## src/cts_defines.vh

```
// Timing and geometry constants for the charge transfer sequencer.
`ifndef CTS_DEFINES_VH
`define CTS_DEFINES_VH
// Clock period in ns.
`define CTS_CLK_NS 10
// Horizontal stages per register.
`define CTS_H_STAGES 1032
// Lines per frame read out.
`define CTS_LINES 1024
// Half-period of the horizontal clock in cycles (25 MHz pixel rate).
`define CTS_H_HALF 2
// Vertical pulse width, ns, and cycles (least, rounded up).
`define CTS_V_PULSE_NS 3000
`define CTS_V_PULSE_CYC ((`CTS_V_PULSE_NS + `CTS_CLK_NS - 1) / `CTS_CLK_NS)
// Photodiode transfer pulse width, ns.
`define CTS_PD_PULSE_NS 5000
`define CTS_PD_PULSE_CYC ((`CTS_PD_PULSE_NS + `CTS_CLK_NS - 1) / `CTS_CLK_NS)
// Line A to line B transfer pulse width, ns.
`define CTS_AB_PULSE_NS 3000
`define CTS_AB_PULSE_CYC ((`CTS_AB_PULSE_NS + `CTS_CLK_NS - 1) / `CTS_CLK_NS)
// Shutter pulse width, ns.
`define CTS_SH_PULSE_NS 25000
`define CTS_SH_PULSE_CYC ((`CTS_SH_PULSE_NS + `CTS_CLK_NS - 1) / `CTS_CLK_NS)
// Horizontal delay after a transfer, ns.
`define CTS_HD_NS 3000
`define CTS_HD_CYC ((`CTS_HD_NS + `CTS_CLK_NS - 1) / `CTS_CLK_NS)
// Sample data width from the front end.
`define CTS_DW 12
// FIFO depth.
`define CTS_FIFO_DEPTH 16
`endif

```

## src/cts_fifo.v

```verilog
// Parameterised valid/ready FIFO for sampled pixel pairs.
`timescale 1ns/1ps
module cts_fifo #(
   parameter WIDTH = 24,
   parameter DEPTH = 16,
   parameter AW    = 4
) (
   input  wire             clk_i,
   input  wire             rst_n_i,
   input  wire [WIDTH-1:0] in_data_i,
   input  wire             in_valid_i,
   output wire             in_ready_o,
   output wire [WIDTH-1:0] out_data_o,
   output wire             out_valid_o,
   input  wire             out_ready_i
);
   reg [WIDTH-1:0] mem [0:DEPTH-1];
   reg [AW-1:0]    wp_r;
   reg [AW-1:0]    rp_r;
   reg [AW:0]      cnt_r;
   wire            push;
   wire            pop;

   // Handshakes on both sides; full and empty come from the count.
   assign in_ready_o  = (cnt_r != DEPTH[AW:0]);
   assign out_valid_o = (cnt_r != {(AW+1){1'b0}});
   assign out_data_o  = mem[rp_r];
   assign push = in_valid_i & in_ready_o;
   assign pop  = out_valid_o & out_ready_i;

   ////////////////////////////////////////////////////////////////////////
   // Storage is written without reset.
   always @(posedge clk_i) begin
      if (push) begin
         mem[wp_r] <= in_data_i;
      end
   end

   // Pointers and fill count.
   always @(posedge clk_i or negedge rst_n_i) begin
      if (!rst_n_i) begin
         wp_r  <= {AW{1'b0}};
         rp_r  <= {AW{1'b0}};
         cnt_r <= {(AW+1){1'b0}};
      end else begin
         if (push) begin
            wp_r <= wp_r + 1'b1;
         end
         if (pop) begin
            rp_r <= rp_r + 1'b1;
         end
         if (push & ~pop) begin
            cnt_r <= cnt_r + 1'b1;
         end else if (pop & ~push) begin
            cnt_r <= cnt_r - 1'b1;
         end
      end
   end
endmodule

```

## src/cts_sequencer.v

```verilog
// Frame, line and pixel clock sequencer driving an interline CCD.
// Function
// - Vertical phases are driven as complementary pairs; horizontal A phases too, except during the A to B move.
// - Line transfer pulses vertical phase two while A phase one high.
// - Single-line mode shifts only register A to its output.
// - Dual mode moves A into B: A low, B high, phase two low.
// - A phase one returns high before the next line enters A.
// - Dual mode clocks both horizontal registers out together.
// - Binning makes two vertical transfers per register before one readout.
// - Fast dump gate pulses during the transfer of a cleared line.
// - Output reset pulses only after each pixel has been sampled.
// - Substrate pulse empties photodiodes; integration starts on its fall.
// - Exposure spans shutter fall to vertical phase-one transfer fall.
// - Shutter pulse only inside horizontal retrace, never during readout.
// - Exposure set by choosing the retrace line, frame rate unchanged.
// - Front end samples twice per pixel, referenced to dark pixels; the sequencer gives one sample strobe per pixel.
// - Frame transfer applies the high level to vertical phase one.
// - Single-register mode holds B phase one low permanently.
// - Each line gets enough horizontal cycles for all 1032 stages.
`timescale 1ns/1ps
`include "cts_defines.vh"
module cts_sequencer (
   input  wire                    clk_i,
   input  wire                    rst_n_i,
   input  wire                    start_i,
   input  wire                    dual_mode_i,
   input  wire                    bin_mode_i,
   input  wire                    shutter_en_i,
   input  wire [10:0]             shutter_line_i,
   input  wire                    dump_line_i,
   input  wire [`CTS_DW-1:0]      video_a_i,
   input  wire [`CTS_DW-1:0]      video_b_i,
   output reg                     vertical_phase_one_clock_o,
   output reg                     vertical_phase_one_high_o,
   output reg                     vertical_phase_two_clock_o,
   output reg                     horiz_a_phase_one_clock_o,
   output reg                     horiz_b_phase_one_clock_o,
   output reg                     horiz_shared_phase_two_clock_o,
   output reg                     output_reset_clock_o,
   output reg                     line_clear_gate_o,
   output reg                     substrate_shutter_o,
   output reg                     sample_strobe_o,
   output reg                     busy_o,
   output reg  [10:0]             line_index_o,
   output wire [2*`CTS_DW-1:0]    pix_data_o,
   output wire                    pix_valid_o,
   input  wire                    pix_ready_i,
   output reg                     overrun_o
);
   // Sequencer states.
   localparam S_IDLE  = 4'h0;
   localparam S_PD    = 4'h1;
   localparam S_PDGAP = 4'h2;
   localparam S_V2HI  = 4'h3;
   localparam S_V2LO  = 4'h4;
   localparam S_AB    = 4'h5;
   localparam S_ARET  = 4'h6;
   localparam S_HDLY  = 4'h7;
   localparam S_HRUN  = 4'h8;
   localparam S_RETR  = 4'h9;
   localparam S_SHUT  = 4'ha;

   // Pulse lengths, cut to the 16-bit timer on purpose.
   localparam integer LIM_PD = `CTS_PD_PULSE_CYC;
   localparam integer LIM_V  = `CTS_V_PULSE_CYC;
   localparam integer LIM_AB = `CTS_AB_PULSE_CYC;
   localparam integer LIM_SH = `CTS_SH_PULSE_CYC;
   localparam integer LIM_HD = `CTS_HD_CYC;

   // Waiting time compared against a timer value.
   function done_at;
      input [15:0] t;
      input [15:0] lim;
      begin
         done_at = (t >= lim - 16'h0001);
      end
   endfunction

   reg [3:0]  st_r;
   reg [15:0] tmr_r;
   reg [10:0] pix_r;
   reg [1:0]  ph_r;
   reg [10:0] line_r;
   reg        second_r;
   reg        pass_r;
   reg        dump_r;
   reg        shot_r;
   reg [2:0]  smp_r;
   reg        dual_r;
   reg        bin_r;
   // Video inputs run through two flops before use.
   reg [2*`CTS_DW-1:0] vid_m_r;
   reg [2*`CTS_DW-1:0] vid_s_r;
   wire       fifo_ready;

   ////////////////////////////////////////////////////////////////////////
   // Two-stage synchroniser for the digitised video inputs.
   always @(posedge clk_i or negedge rst_n_i) begin
      if (!rst_n_i) begin
         vid_m_r <= {(2*`CTS_DW){1'b0}};
         vid_s_r <= {(2*`CTS_DW){1'b0}};
      end else begin
         vid_m_r <= {video_b_i, video_a_i};
         vid_s_r <= vid_m_r;
      end
   end

   ////////////////////////////////////////////////////////////////////////
   // Main sequencing machine.
   always @(posedge clk_i or negedge rst_n_i) begin
      if (!rst_n_i) begin
         st_r     <= S_IDLE;
         tmr_r    <= 16'h0000;
         pix_r    <= 11'h000;
         ph_r     <= 2'h0;
         line_r   <= 11'h000;
         second_r <= 1'b0;
         pass_r   <= 1'b0;
         dump_r   <= 1'b0;
         shot_r   <= 1'b0;
         dual_r   <= 1'b0;
         bin_r    <= 1'b0;
         vertical_phase_one_clock_o     <= 1'b0;
         vertical_phase_one_high_o      <= 1'b0;
         vertical_phase_two_clock_o     <= 1'b1;
         horiz_a_phase_one_clock_o      <= 1'b1;
         horiz_b_phase_one_clock_o      <= 1'b0;
         horiz_shared_phase_two_clock_o <= 1'b0;
         line_clear_gate_o              <= 1'b0;
         substrate_shutter_o            <= 1'b0;
         busy_o                         <= 1'b0;
         line_index_o                   <= 11'h000;
      end else begin
         tmr_r <= tmr_r + 16'h0001;
         case (st_r)
            S_IDLE: begin
               busy_o <= 1'b0;
               if (start_i) begin
                  // Modes are latched per frame, keeping frame rate fixed.
                  dual_r <= dual_mode_i;
                  bin_r  <= bin_mode_i;
                  busy_o <= 1'b1;
                  tmr_r  <= 16'h0000;
                  line_r <= 11'h000;
                  shot_r <= 1'b0;
                  // Phase two drops as phase one rises so the pair stays opposite.
                  vertical_phase_one_clock_o <= 1'b1;
                  vertical_phase_two_clock_o <= 1'b0;
                  vertical_phase_one_high_o  <= 1'b1;
                  st_r <= S_PD;
               end
            end
            S_PD: begin
               // Its falling edge closes the exposure window.
               if (done_at(tmr_r, LIM_PD[15:0])) begin
                  vertical_phase_one_high_o <= 1'b0;
                  tmr_r <= 16'h0000;
                  st_r  <= S_PDGAP;
               end
            end
            S_PDGAP: begin
               if (done_at(tmr_r, LIM_V[15:0])) begin
                  tmr_r    <= 16'h0000;
                  second_r <= 1'b0;
                  pass_r   <= 1'b0;
                  dump_r   <= dump_line_i;
                  st_r     <= S_V2HI;
               end
            end
            S_V2HI: begin
               // Horizontal clocks frozen, A phase one held high.
               horiz_a_phase_one_clock_o      <= 1'b1;
               horiz_shared_phase_two_clock_o <= 1'b0;
               vertical_phase_two_clock_o     <= 1'b1;
               vertical_phase_one_clock_o     <= 1'b0;
               line_clear_gate_o              <= dump_r;
               if (done_at(tmr_r, LIM_V[15:0])) begin
                  tmr_r <= 16'h0000;
                  st_r  <= S_V2LO;
               end
            end
            S_V2LO: begin
               vertical_phase_two_clock_o <= 1'b0;
               vertical_phase_one_clock_o <= 1'b1;
               if (done_at(tmr_r, LIM_V[15:0])) begin
                  tmr_r             <= 16'h0000;
                  line_clear_gate_o <= 1'b0;
                  line_r            <= line_r + 11'h001;
                  if (bin_r && !second_r) begin
                     second_r <= 1'b1;
                     st_r     <= S_V2HI;
                  end else if (dual_r && !pass_r) begin
                     st_r <= S_AB;
                  end else begin
                     st_r <= S_HDLY;
                  end
               end
            end
            S_AB: begin
               horiz_a_phase_one_clock_o      <= 1'b0;
               horiz_b_phase_one_clock_o      <= 1'b1;
               horiz_shared_phase_two_clock_o <= 1'b0;
               if (done_at(tmr_r, LIM_AB[15:0])) begin
                  tmr_r <= 16'h0000;
                  st_r  <= S_ARET;
               end
            end
            S_ARET: begin
               // A must be high again before the next line lands.
               horiz_a_phase_one_clock_o <= 1'b1;
               horiz_b_phase_one_clock_o <= 1'b0;
               if (done_at(tmr_r, LIM_V[15:0])) begin
                  tmr_r    <= 16'h0000;
                  pass_r   <= 1'b1;
                  second_r <= 1'b0;
                  dump_r   <= dump_line_i;
                  st_r     <= S_V2HI;
               end
            end
            S_HDLY: begin
               if (done_at(tmr_r, LIM_HD[15:0])) begin
                  tmr_r <= 16'h0000;
                  pix_r <= 11'h000;
                  ph_r  <= 2'h0;
                  st_r  <= S_HRUN;
               end
            end
            S_HRUN: begin
               // Complementary horizontal clocking; B runs only in dual.
               line_index_o <= line_r;
               if (tmr_r[1:0] == (`CTS_H_HALF - 1)) begin
                  tmr_r <= 16'h0000;
                  ph_r  <= ph_r + 2'h1;
                  if (!ph_r[0]) begin
                     horiz_shared_phase_two_clock_o <= 1'b1;
                     horiz_a_phase_one_clock_o      <= 1'b0;
                     horiz_b_phase_one_clock_o      <= 1'b0;
                  end else begin
                     // Falling phase two moves a packet out.
                     horiz_shared_phase_two_clock_o <= 1'b0;
                     horiz_a_phase_one_clock_o      <= 1'b1;
                     horiz_b_phase_one_clock_o      <= dual_r;
                     pix_r <= pix_r + 11'h001;
                     if (pix_r == (`CTS_H_STAGES - 1)) begin
                        st_r <= S_RETR;
                     end
                  end
               end
            end
            S_RETR: begin
               // Retrace: the only window for the shutter.
               horiz_shared_phase_two_clock_o <= 1'b0;
               horiz_a_phase_one_clock_o      <= 1'b1;
               horiz_b_phase_one_clock_o      <= 1'b0;
               tmr_r <= 16'h0000;
               if (shutter_en_i && !shot_r &&
                   line_r >= shutter_line_i) begin
                  shot_r              <= 1'b1;
                  substrate_shutter_o <= 1'b1;
                  st_r                <= S_SHUT;
               end else if (line_r >= `CTS_LINES) begin
                  st_r <= S_IDLE;
               end else begin
                  second_r <= 1'b0;
                  pass_r   <= 1'b0;
                  dump_r   <= dump_line_i;
                  st_r     <= S_V2HI;
               end
            end
            S_SHUT: begin
               if (done_at(tmr_r, LIM_SH[15:0])) begin
                  substrate_shutter_o <= 1'b0;
                  tmr_r <= 16'h0000;
                  st_r  <= S_RETR;
               end
            end
            default: begin
               st_r <= S_IDLE;
            end
         endcase
      end
   end

   ////////////////////////////////////////////////////////////////////////
   // Per pixel: sample two cycles after phase two falls, then reset node.
   always @(posedge clk_i or negedge rst_n_i) begin
      if (!rst_n_i) begin
         smp_r                <= 3'h0;
         sample_strobe_o      <= 1'b0;
         output_reset_clock_o <= 1'b0;
         overrun_o            <= 1'b0;
      end else begin
         smp_r <= {smp_r[1:0], (st_r == S_HRUN) &&
                  (tmr_r[1:0] == (`CTS_H_HALF - 1)) && ph_r[0]};
         sample_strobe_o      <= smp_r[1];
         output_reset_clock_o <= smp_r[2];
         if (smp_r[2] && !fifo_ready) begin
            overrun_o <= 1'b1;
         end else if (start_i && st_r == S_IDLE) begin
            overrun_o <= 1'b0;
         end
      end
   end

   // Sampled pixel pairs queue toward the consumer.
   cts_fifo #(
      .WIDTH (2*`CTS_DW),
      .DEPTH (`CTS_FIFO_DEPTH),
      .AW    (4)
   ) u_fifo (
      .clk_i       (clk_i),
      .rst_n_i     (rst_n_i),
      .in_data_i   (vid_s_r),
      .in_valid_i  (smp_r[2]),
      .in_ready_o  (fifo_ready),
      .out_data_o  (pix_data_o),
      .out_valid_o (pix_valid_o),
      .out_ready_i (pix_ready_i)
   );
endmodule

```

## config.mk

```make
export PLATFORM = sky130hd
export DESIGN_NAME = cts_sequencer
export DESIGN_NICKNAME = d
export VERILOG_FILES = /design/src/cts_fifo.v /design/src/cts_sequencer.v
export VERILOG_INCLUDE_DIRS = /design/src /design/src/src
export SDC_FILE = /design/constraint.sdc
export NUM_CORES = 1
export LEC_CHECK = 0
export BUFFER_PORTS_ARGS = -buffer_cell sky130_fd_sc_hd__buf_2
export CAP_MARGIN = 10
export CORE_MARGIN = 10
export CORE_UTILIZATION = 61
export DETAILED_ROUTE_END_ITERATION = 10
export PLACE_DENSITY = 0.86
export SETUP_SLACK_MARGIN = 0.02
export SYNTH_ARGS = -nofsm -noshare
export SYNTH_HDL_FRONTEND = slang
export SYNTH_SLANG_ARGS = --single-unit
```

## constraint.sdc

```tcl
create_clock -name clk_i -period 4.3 [get_ports clk_i]
set_input_delay 0.43 -clock clk_i [delete_from_list [all_inputs] [get_ports clk_i]]
set_output_delay 0.43 -clock clk_i [all_outputs]
set_load 0.005 [all_outputs]
```

==> results.md, run 1 <==
* Outcome: complete, no violations
* Slew margin rel. at 28.1%
* Clk root buf: clkbuf_16
* Post-Syn Instances at 1093
* Pwr/cell area at 573 nW/µm²
* Die X at between 200 and 250 µm
* Met1 Wirelength at 16800 µm
* Hold Crit Start: dual_mode_i
* First-pass GRT wire length at 72900 µm
* PortBufs at 90
* Sequential area share after synthesis at 73.7%
* Hold worst-path end: dual_r
* Max H-tree Level at 2
* Die area at 40900 µm²
* Worst-skew pair later-pin latency at 0.57 ns
* CP Data Arrival Time at 3.05 ns
* Worst setup EP type: output pin
* Site row count at 66
* Flops & latches, synth at 519
* Final GP Congestion at 0.824
* Largest family of logic cells by synthesized area: multiplexers
* Grt total ovfl at 0
* HP Class: in2reg
* Most frequent cells in the layout: edfxtp_1, dfrtp_1, mux4_2, buf_2, nand2_1
* Max layer used: met4
* Vias in the first global route at between 10000 and 15000
* Ys async rst share at roughly a quarter
* Post-DR wirelength/cell at 27.5 µm
* Crit path time final at around 3.5 ns
* Ports at 91
* DRT iter0 DRCs at 991
* Setup TNS at 0 ns
* Pre-antenna DRT Iters at 5
* Worst path required time at 3.87 ns
* Simple-gate share of the synthesized area at under 10%
* Die H at 202 µm
* Peak Freq at 287 MHz
* Synth Cell Area at 20200 µm²
* Core Box Area at 32600 µm²
* Starting Density at 62.1%
* CTS buffer count at 49
* Ys flop type: edfxtp_1
* Most common cell after layout, fill and taps aside: edfxtp_1
* Synth warn at 0
* Leakage at approximately 0.0085 µW
* Mapped Nets at around 1200
* Final Hold Vio Count at 0
* Adder-Cell Fraction of Synth Area at 1.71%
* Tightest Pin Transition at 1.08 ns
* Avg Inst Size Synth at roughly 19 µm²
* Worst vdd ir at 0.397 mV
* Critical path class: reg2out
* DRT antenna net count at 0
* Drt drc at 0
* Setup violations, final at 0
* Layout cells sized above 1 at between 20 and 30%
* Clk slew on worst S/H paths at around 0.06 ns
* Area Overhead vs Synth at 14.7%
* FF-to-FF path depth at 12
* Longest Clk Path Bufs at 3
* Post-synth EDFFs at approximately 380
* Nets@finish at 1318
* Synth Area in Compound Gates at 2.18%
* Hpwl dp at roughly 26000 µm
* Vias/cell at between 6 and 7
* Drt total wl at between 40000 and 50000 µm
* Critical path fanouts, max at 40
* DR vias at roughly 11000
* Min Hold Slack at ~0.065 ns
* Initial antenna violation count at 0
* Startpoint types: flop
* # diodes at 0
* Flop2flop setup slack at roughly 1.3 ns
* Post-synthesis xor/xnor area fraction at 1.95%
* CTS tree: yes
* Tcrit/Tclk final at 80.9%
* Multiplexer area fraction after synthesis at 13.7%
* RSZ-0062 raised after global routing: no
* Synth cell types at 50
* # resized after CTS at 0
* Max Slew Vio Count at 0
* Met3 wire len at 3580 µm
* Clock skew at 0.0254 ns
* Routed met2 length at 25700 µm
* GRT Total Usage at a little under a quarter
* Hold Path Cell Cnt at 3
* # clock sinks at 519
* Worst R2R End: u_fifo.cnt_r[4]
* Worst r2r src: u_fifo.cnt_r[1]
* Max-cap violations at 0
* Largest net degree at the start of global routing at 92
[what timing repair did]
action	4_1_cts	5_1_grt
hold endpoints to repair	50	0
hold buffers	25	0
setup endpoints to repair	0	0
setup buffers	0	0
[cells by family (layout without fill, tap and decap cells)]
kind of cell,after synthesis,count (layout)
adders and majority gates,27,27
DFF,519,519
muxes,126,126
buffers and inverters,72,268
AOI/OAI and AO/OA,69,69
xor gates and xnor gates,45,45
and+or+nand+nor,235,235
[cells in the mapped netlist, types with 7 or more instances]
| cell | number | area share (%) |
|---|---|---|
| buf_2 | 7 | 0.17 |
| nor3_1 | 19 | 0.47 |
| xor2_1 | 19 | 0.82 |
| dfrtp_1 | 133 | 16 |
| clkbuf_1 | 28 | 0.52 |
| a21o_1 | 7 | 0.26 |
| a21oi_1 | 16 | 0.40 |
| inv_1 | 30 | 0.56 |
| nor2_1 | 76 | 1.4 |
| nand3_1 | 15 | 0.37 |
| nand4_1 | 11 | 0.34 |
| nand2b_1 | 7 | 0.22 |
| edfxtp_1 | 384 | 57 |
| ha_1 | 26 | 1.6 |
| xnor2_1 | 26 | 1.1 |
| nand2_1 | 81 | 1.5 |
| and3_1 | 7 | 0.22 |
| o21ai_0 | 19 | 0.47 |
| mux4_2 | 120 | 13 |
[layout make-up]
class | count | area, µm²
timing repair buffer | 146 | 977
clock buffer | 67 | 1350
multi-input combinational | 502 | 5100
fill | 1878 | 9400
inverter | 30 | 113
clock inverter | 25 | 206
tap | 442 | 553
sequential | 519 | 14900
[routing by layer]
metal  up-vias  GRT usage [%]
met3       108           4.99
met2       537           41.4
met1      5651           28.6
li1       4561              -
met4         0           8.42
met5         -              0
[how the worst max path moves through the flow]
stage	start	to	slack, ns	depth (start not counted)
2_1_floorplan	u_fifo.cnt_r[0]	u_fifo.mem[3][0]	1.02	4
3_3_place_gp	u_fifo.rp_r[0]	pix_data_o[19]	1.46	4
3_5_place_dp	u_fifo.cnt_r[0]	u_fifo.cnt_r[4]	1.29	12
4_1_cts	u_fifo.rp_r[1]	pix_data_o[10]	0.80	4
5_1_grt	u_fifo.rp_r[1]	pix_data_o[10]	0.71	4
6_report	u_fifo.rp_r[1]	pix_data_o[4]	0.82	4
[flip-flops by register name (all words and copies together) (netlist names), 2 cells and up]
name / count
vid_m_r: 24
u_fifo.rp_r: 4
st_r: 4
tmr_r: 16
u_fifo.cnt_r: 5
line_index_o: 11
vid_s_r: 24
pix_r: 11
smp_r: 2
u_fifo.mem: 384
line_r: 11
u_fifo.wp_r: 4
[per-stage QoR]
step | std cells | util, % | setup slack, ns | instance area (µm²) | total power (µW)
after floorplan | 1093 | - | 1.02 | 20200 | 8180
after global placement | 1614 | 65.6 | 1.46 | 21400 | 9020
after detailed placement | 1614 | 65.6 | 1.29 | 21400 | 9130
after CTS | 1731 | 71.2 | 0.801 | 23200 | 13400
after global routing | 1731 | 71.2 | 0.714 | 23200 | 13800
final | 1731 | 71.2 | 0.820 | 23200 | 13300
[power breakdown]
group	switching, µW	leakage, µW	total (µW)	internal [µW]
sequential	536	0.00515	6130	5590
combinational	1320	0.00255	2980	1660
clock	1840	0.000766	4180	2340
total	3700	0.00846	13300	9600
[worst max-delay path, stage by stage, from the launching register on]
cell and delay [ns]:
dfrtp_4 0.82, buf_4 0.52, mux4_2 0.42, mux4_2 0.53
buf_2 0.16
(Power assumes the default switching activity.)
==> run 2: changes to the inputs <==
--- a/config.mk
+++ b/config.mk
@@ -6,12 +6,13 @@
 export SDC_FILE = /design/constraint.sdc
 export NUM_CORES = 1
 export LEC_CHECK = 0
+export ABC_AREA = 1
 export BUFFER_PORTS_ARGS = -buffer_cell sky130_fd_sc_hd__buf_2
 export CAP_MARGIN = 10
 export CORE_MARGIN = 10
-export CORE_UTILIZATION = 61
+export CORE_UTILIZATION = 55
 export DETAILED_ROUTE_END_ITERATION = 10
-export PLACE_DENSITY = 0.86
+export PLACE_DENSITY = 0.82
 export SETUP_SLACK_MARGIN = 0.02
 export SYNTH_ARGS = -nofsm -noshare
 export SYNTH_HDL_FRONTEND = slang
==> constraint.sdc (replaced) <==
create_clock -name clk_i -period 3.2 [get_ports clk_i]
set_input_delay 0.32 -clock clk_i [delete_from_list [all_inputs] [get_ports clk_i]]
set_output_delay 0.32 -clock clk_i [all_outputs]
set_load 0.005 [all_outputs]
==> run 2 against run 1 <==
Against the previous run: sequential share of layout area shrank 2.6 points; global-route usage fell by 3.1 points; core utilization is 7.1 points lower; synthesized area is 4.3% higher; sequential power grew 28%.
==> results.md, run 2 <==
* First-pass GRT wire length at 76400 µm
* Setup TNS at 0 ns
* Post-synth EDFFs at 384
* Area Overhead vs Synth at 14.7%
* Max reg flops at 384
* Vias in the first global route at 14000
* Routed met2 length at 23600 µm
* Tightest Pin Transition at between 0.9 and 1 ns
* Worst-skew pair later-pin latency at slightly above 0.6 ns
* Reg power frac at ~42%
* Post-layout util at between 60% and 70%
* Most common cell after layout, fill and taps aside: edfxtp_1
* Grt total ovfl at 0
* Worst r2r src: u_fifo.cnt_r[0]
* HP Class: in2reg
* CTS tree: yes
* Met3 wire len at between 4000 and 5000 µm
* Post-route insts no fill at 2392
* Clk slew on worst S/H paths at 0.06 ns
* Most frequent cells in the layout: edfxtp_1, nor2_1, nand2_1, o21ai_0, dfrtp_1
* Core Box Area at 37800 µm²
* Largest net degree at the start of global routing at 195
* Pwr/cell area at 782 nW/µm²
* Initial antenna violation count at 1
* Pre-antenna DRT Iters at 7
* Clock skew at ~0.032 ns
* Clk root buf: clkbuf_16
* Pint at roughly 13000 µW
* Ys flop type: edfxtp_1
* Synth area leader: edfxtp_1
* DRT iter0 DRCs at 1633
* Clock power share at 30.6%
* Hpwl dp at 27600 µm
* Met1 Wirelength at 19000 µm
* Flop2flop setup slack at approximately 0.34 ns
* Vias/cell at 5.82
* RSZ-0062 raised after global routing: no
* Post-Syn Instances at between 1500 and 2000
* CTS buffer count at 52
* Area contributors post-synth: edfxtp_1, dfrtp_1, nor2_1
* Worst path required time at about 2.9 ns
* Critical path fanouts, max at 194
* Post-synth top cells: edfxtp_1, nor2_1, nand2_1
* Mapped Nets at roughly 1800
* Drt drc at 0
* Max layer used: met5
* Most common cell in the netlist: edfxtp_1
* Synth cell types at 43
* Dpl cells at approximately 2300
* Avg Inst Size Synth at 12.4 µm²
* Setup violations, final at 0
* Post-DR wirelength/cell at roughly 20 µm
* Total net switching power at 6380 µW
* Outcome: complete, no violations
* Drt total wl at 48500 µm
* Leakage at about 0.0091 µW
* Synth warn at 0
* Hold Crit Start: pix_ready_i
* Site row count at approximately 70
* Die H at 216 µm
* DR vias at 13900
* Nets@finish at 1908
* Critical path class: reg2out
* GRT Total Usage at 20.6%
* Worst R2R End: u_fifo.cnt_r[4]
* Hold Path Cell Cnt at 3
* Slew margin rel. at 39.0%
* # diodes at 0
* Startpoint types: flop
* Peak Freq at ~330 MHz
* # clock sinks at approximately 520
* Sequential area share after synthesis at 70.7%
* Max-cap violations at 0
* Longest Clk Path Bufs at 3
* Top reg by flops: u_fifo.mem
* Max Slew Vio Count at 0
* Synth top area share at a little over half
* Synth Cell Area at 21100 µm²
* Final Hold Vio Count at 0
* Starting Density at 55.9%
* Combinational share of power at 27.9%
* Flops & latches, synth at between 500 and 600
* DRT antenna net count at 0
* CP Data Arrival Time at 2.75 ns
* Die X at 216 µm
* Layout cells sized above 1 at 13.7%
* Die area at 46600 µm²
* FF-to-FF path depth at 12
* PortBufs at 90
* Worst vdd ir at 0.732 mV
* Max H-tree Level at 2
* Ys async rst share at 26.0%
* Switching fraction of total power at 33.7%
* Crit path time final at 3.07 ns
* Final GP Congestion at 0.893
* Tcrit/Tclk final at between 90 and 100%
* Worst setup EP type: output pin
* Regs by FF count: u_fifo.mem (384), vid_m_r (24), vid_s_r (24)
* Ports at 91
* Hold worst-path end: u_fifo.rp_r[2]
## run 2: cell types whose count changed in the layout (fill, tap and decap cells not counted), sizes merged, moves of 8 or more
cell / delta
o21ai: +154
buf: +8
nand3: +51
xnor2: -23
nand2: +137
o211ai: +38
or2: +8
nor2: +206
mux2i: +50
mux4: -120
o221ai: +50
o32ai: +13
inv: +59
## run 2: cells by family after synthesis
| logic type | synth area share, % |
|---|---|
| DFF | 70.7 |
| adders and majority gates | 1.64 |
| buffers and inverters | 3.34 |
| xor gates and xnor gates | 1.04 |
| AOI/OAI and AO/OA | 9.13 |
| muxes | 2.47 |
| and+or+nand+nor | 11.7 |
## run 2: what timing repair did
item / in CTS / in global routing
buffers inserted: 0 / 0
gates resized for setup: 0 / 2
endpoints found under the setup margin: 0 / 5
endpoints found under the hold margin: 94 / 0
hold buffers: 28 / 0
## run 2: stage by stage
stage	power [µW]	hold WS, ns	worst slack, ns	area, µm²
2_1_floorplan	11400	0.0244	0.758	21100
3_3_place_gp	12900	0.332	0.475	22300
3_5_place_dp	13100	0.335	0.410	22300
4_1_cts	18900	0.0395	0.123	24200
5_1_grt	19900	0.0519	0.0195	24200
6_report	18900	0.0464	0.127	24200
## run 2: final cells by class
class                   count  area, µm²
clock buffers              66       1400
clock inverters            31        240
fillers                  2667      13500
repair buffers            157       1140
inverters                  89        339
flip-flops and latches    519      14900
multi-input cells        1019       5530
well taps                 511        639
## run 2: worst max-delay path by stage
stage	start	end	slack (ns)	cells past startpoint
detailed placement	u_fifo.cnt_r[0]	u_fifo.cnt_r[4]	0.41	13
CTS	u_fifo.rp_r[0]	pix_data_o[3]	0.12	9
global placement	u_fifo.cnt_r[1]	u_fifo.cnt_r[4]	0.48	13
finish	u_fifo.rp_r[0]	pix_data_o[3]	0.13	6
floorplan	u_fifo.cnt_r[1]	u_fifo.cnt_r[4]	0.76	13
global route	u_fifo.rp_r[0]	pix_data_o[3]	0.02	6
## run 2: routing by layer
| layer | vias up | global-route usage, % |
|---|---|---|
| li1 | 6350 | - |
| met3 | 106 | 5.02 |
| met5 | - | 0 |
| met1 | 6770 | 25.9 |
| met4 | 2 | 8.03 |
| met2 | 701 | 33.9 |
## run 2: worst max-delay path: stages (launching register included)
cell      delay (ns)
dfrtp_4         0.46
buf_16          0.59
nor2_1          0.12
o32ai_1         0.35
o211ai_1        0.21
nand2_1         0.16
buf_2           0.13
## run 2: power groups by stage
| stage | sequential (µW) | combinational, µW | clock [µW] |
|---|---|---|---|
| floorplan | 7780 | 3600 | 0 |
| CTS | 7830 | 5250 | 5870 |
| detailed placement | 7960 | 5150 | 0 |
| finish | 7850 | 5280 | 5800 |
| global route | 7880 | 5860 | 6120 |
| global placement | 7940 | 4970 | 0 |
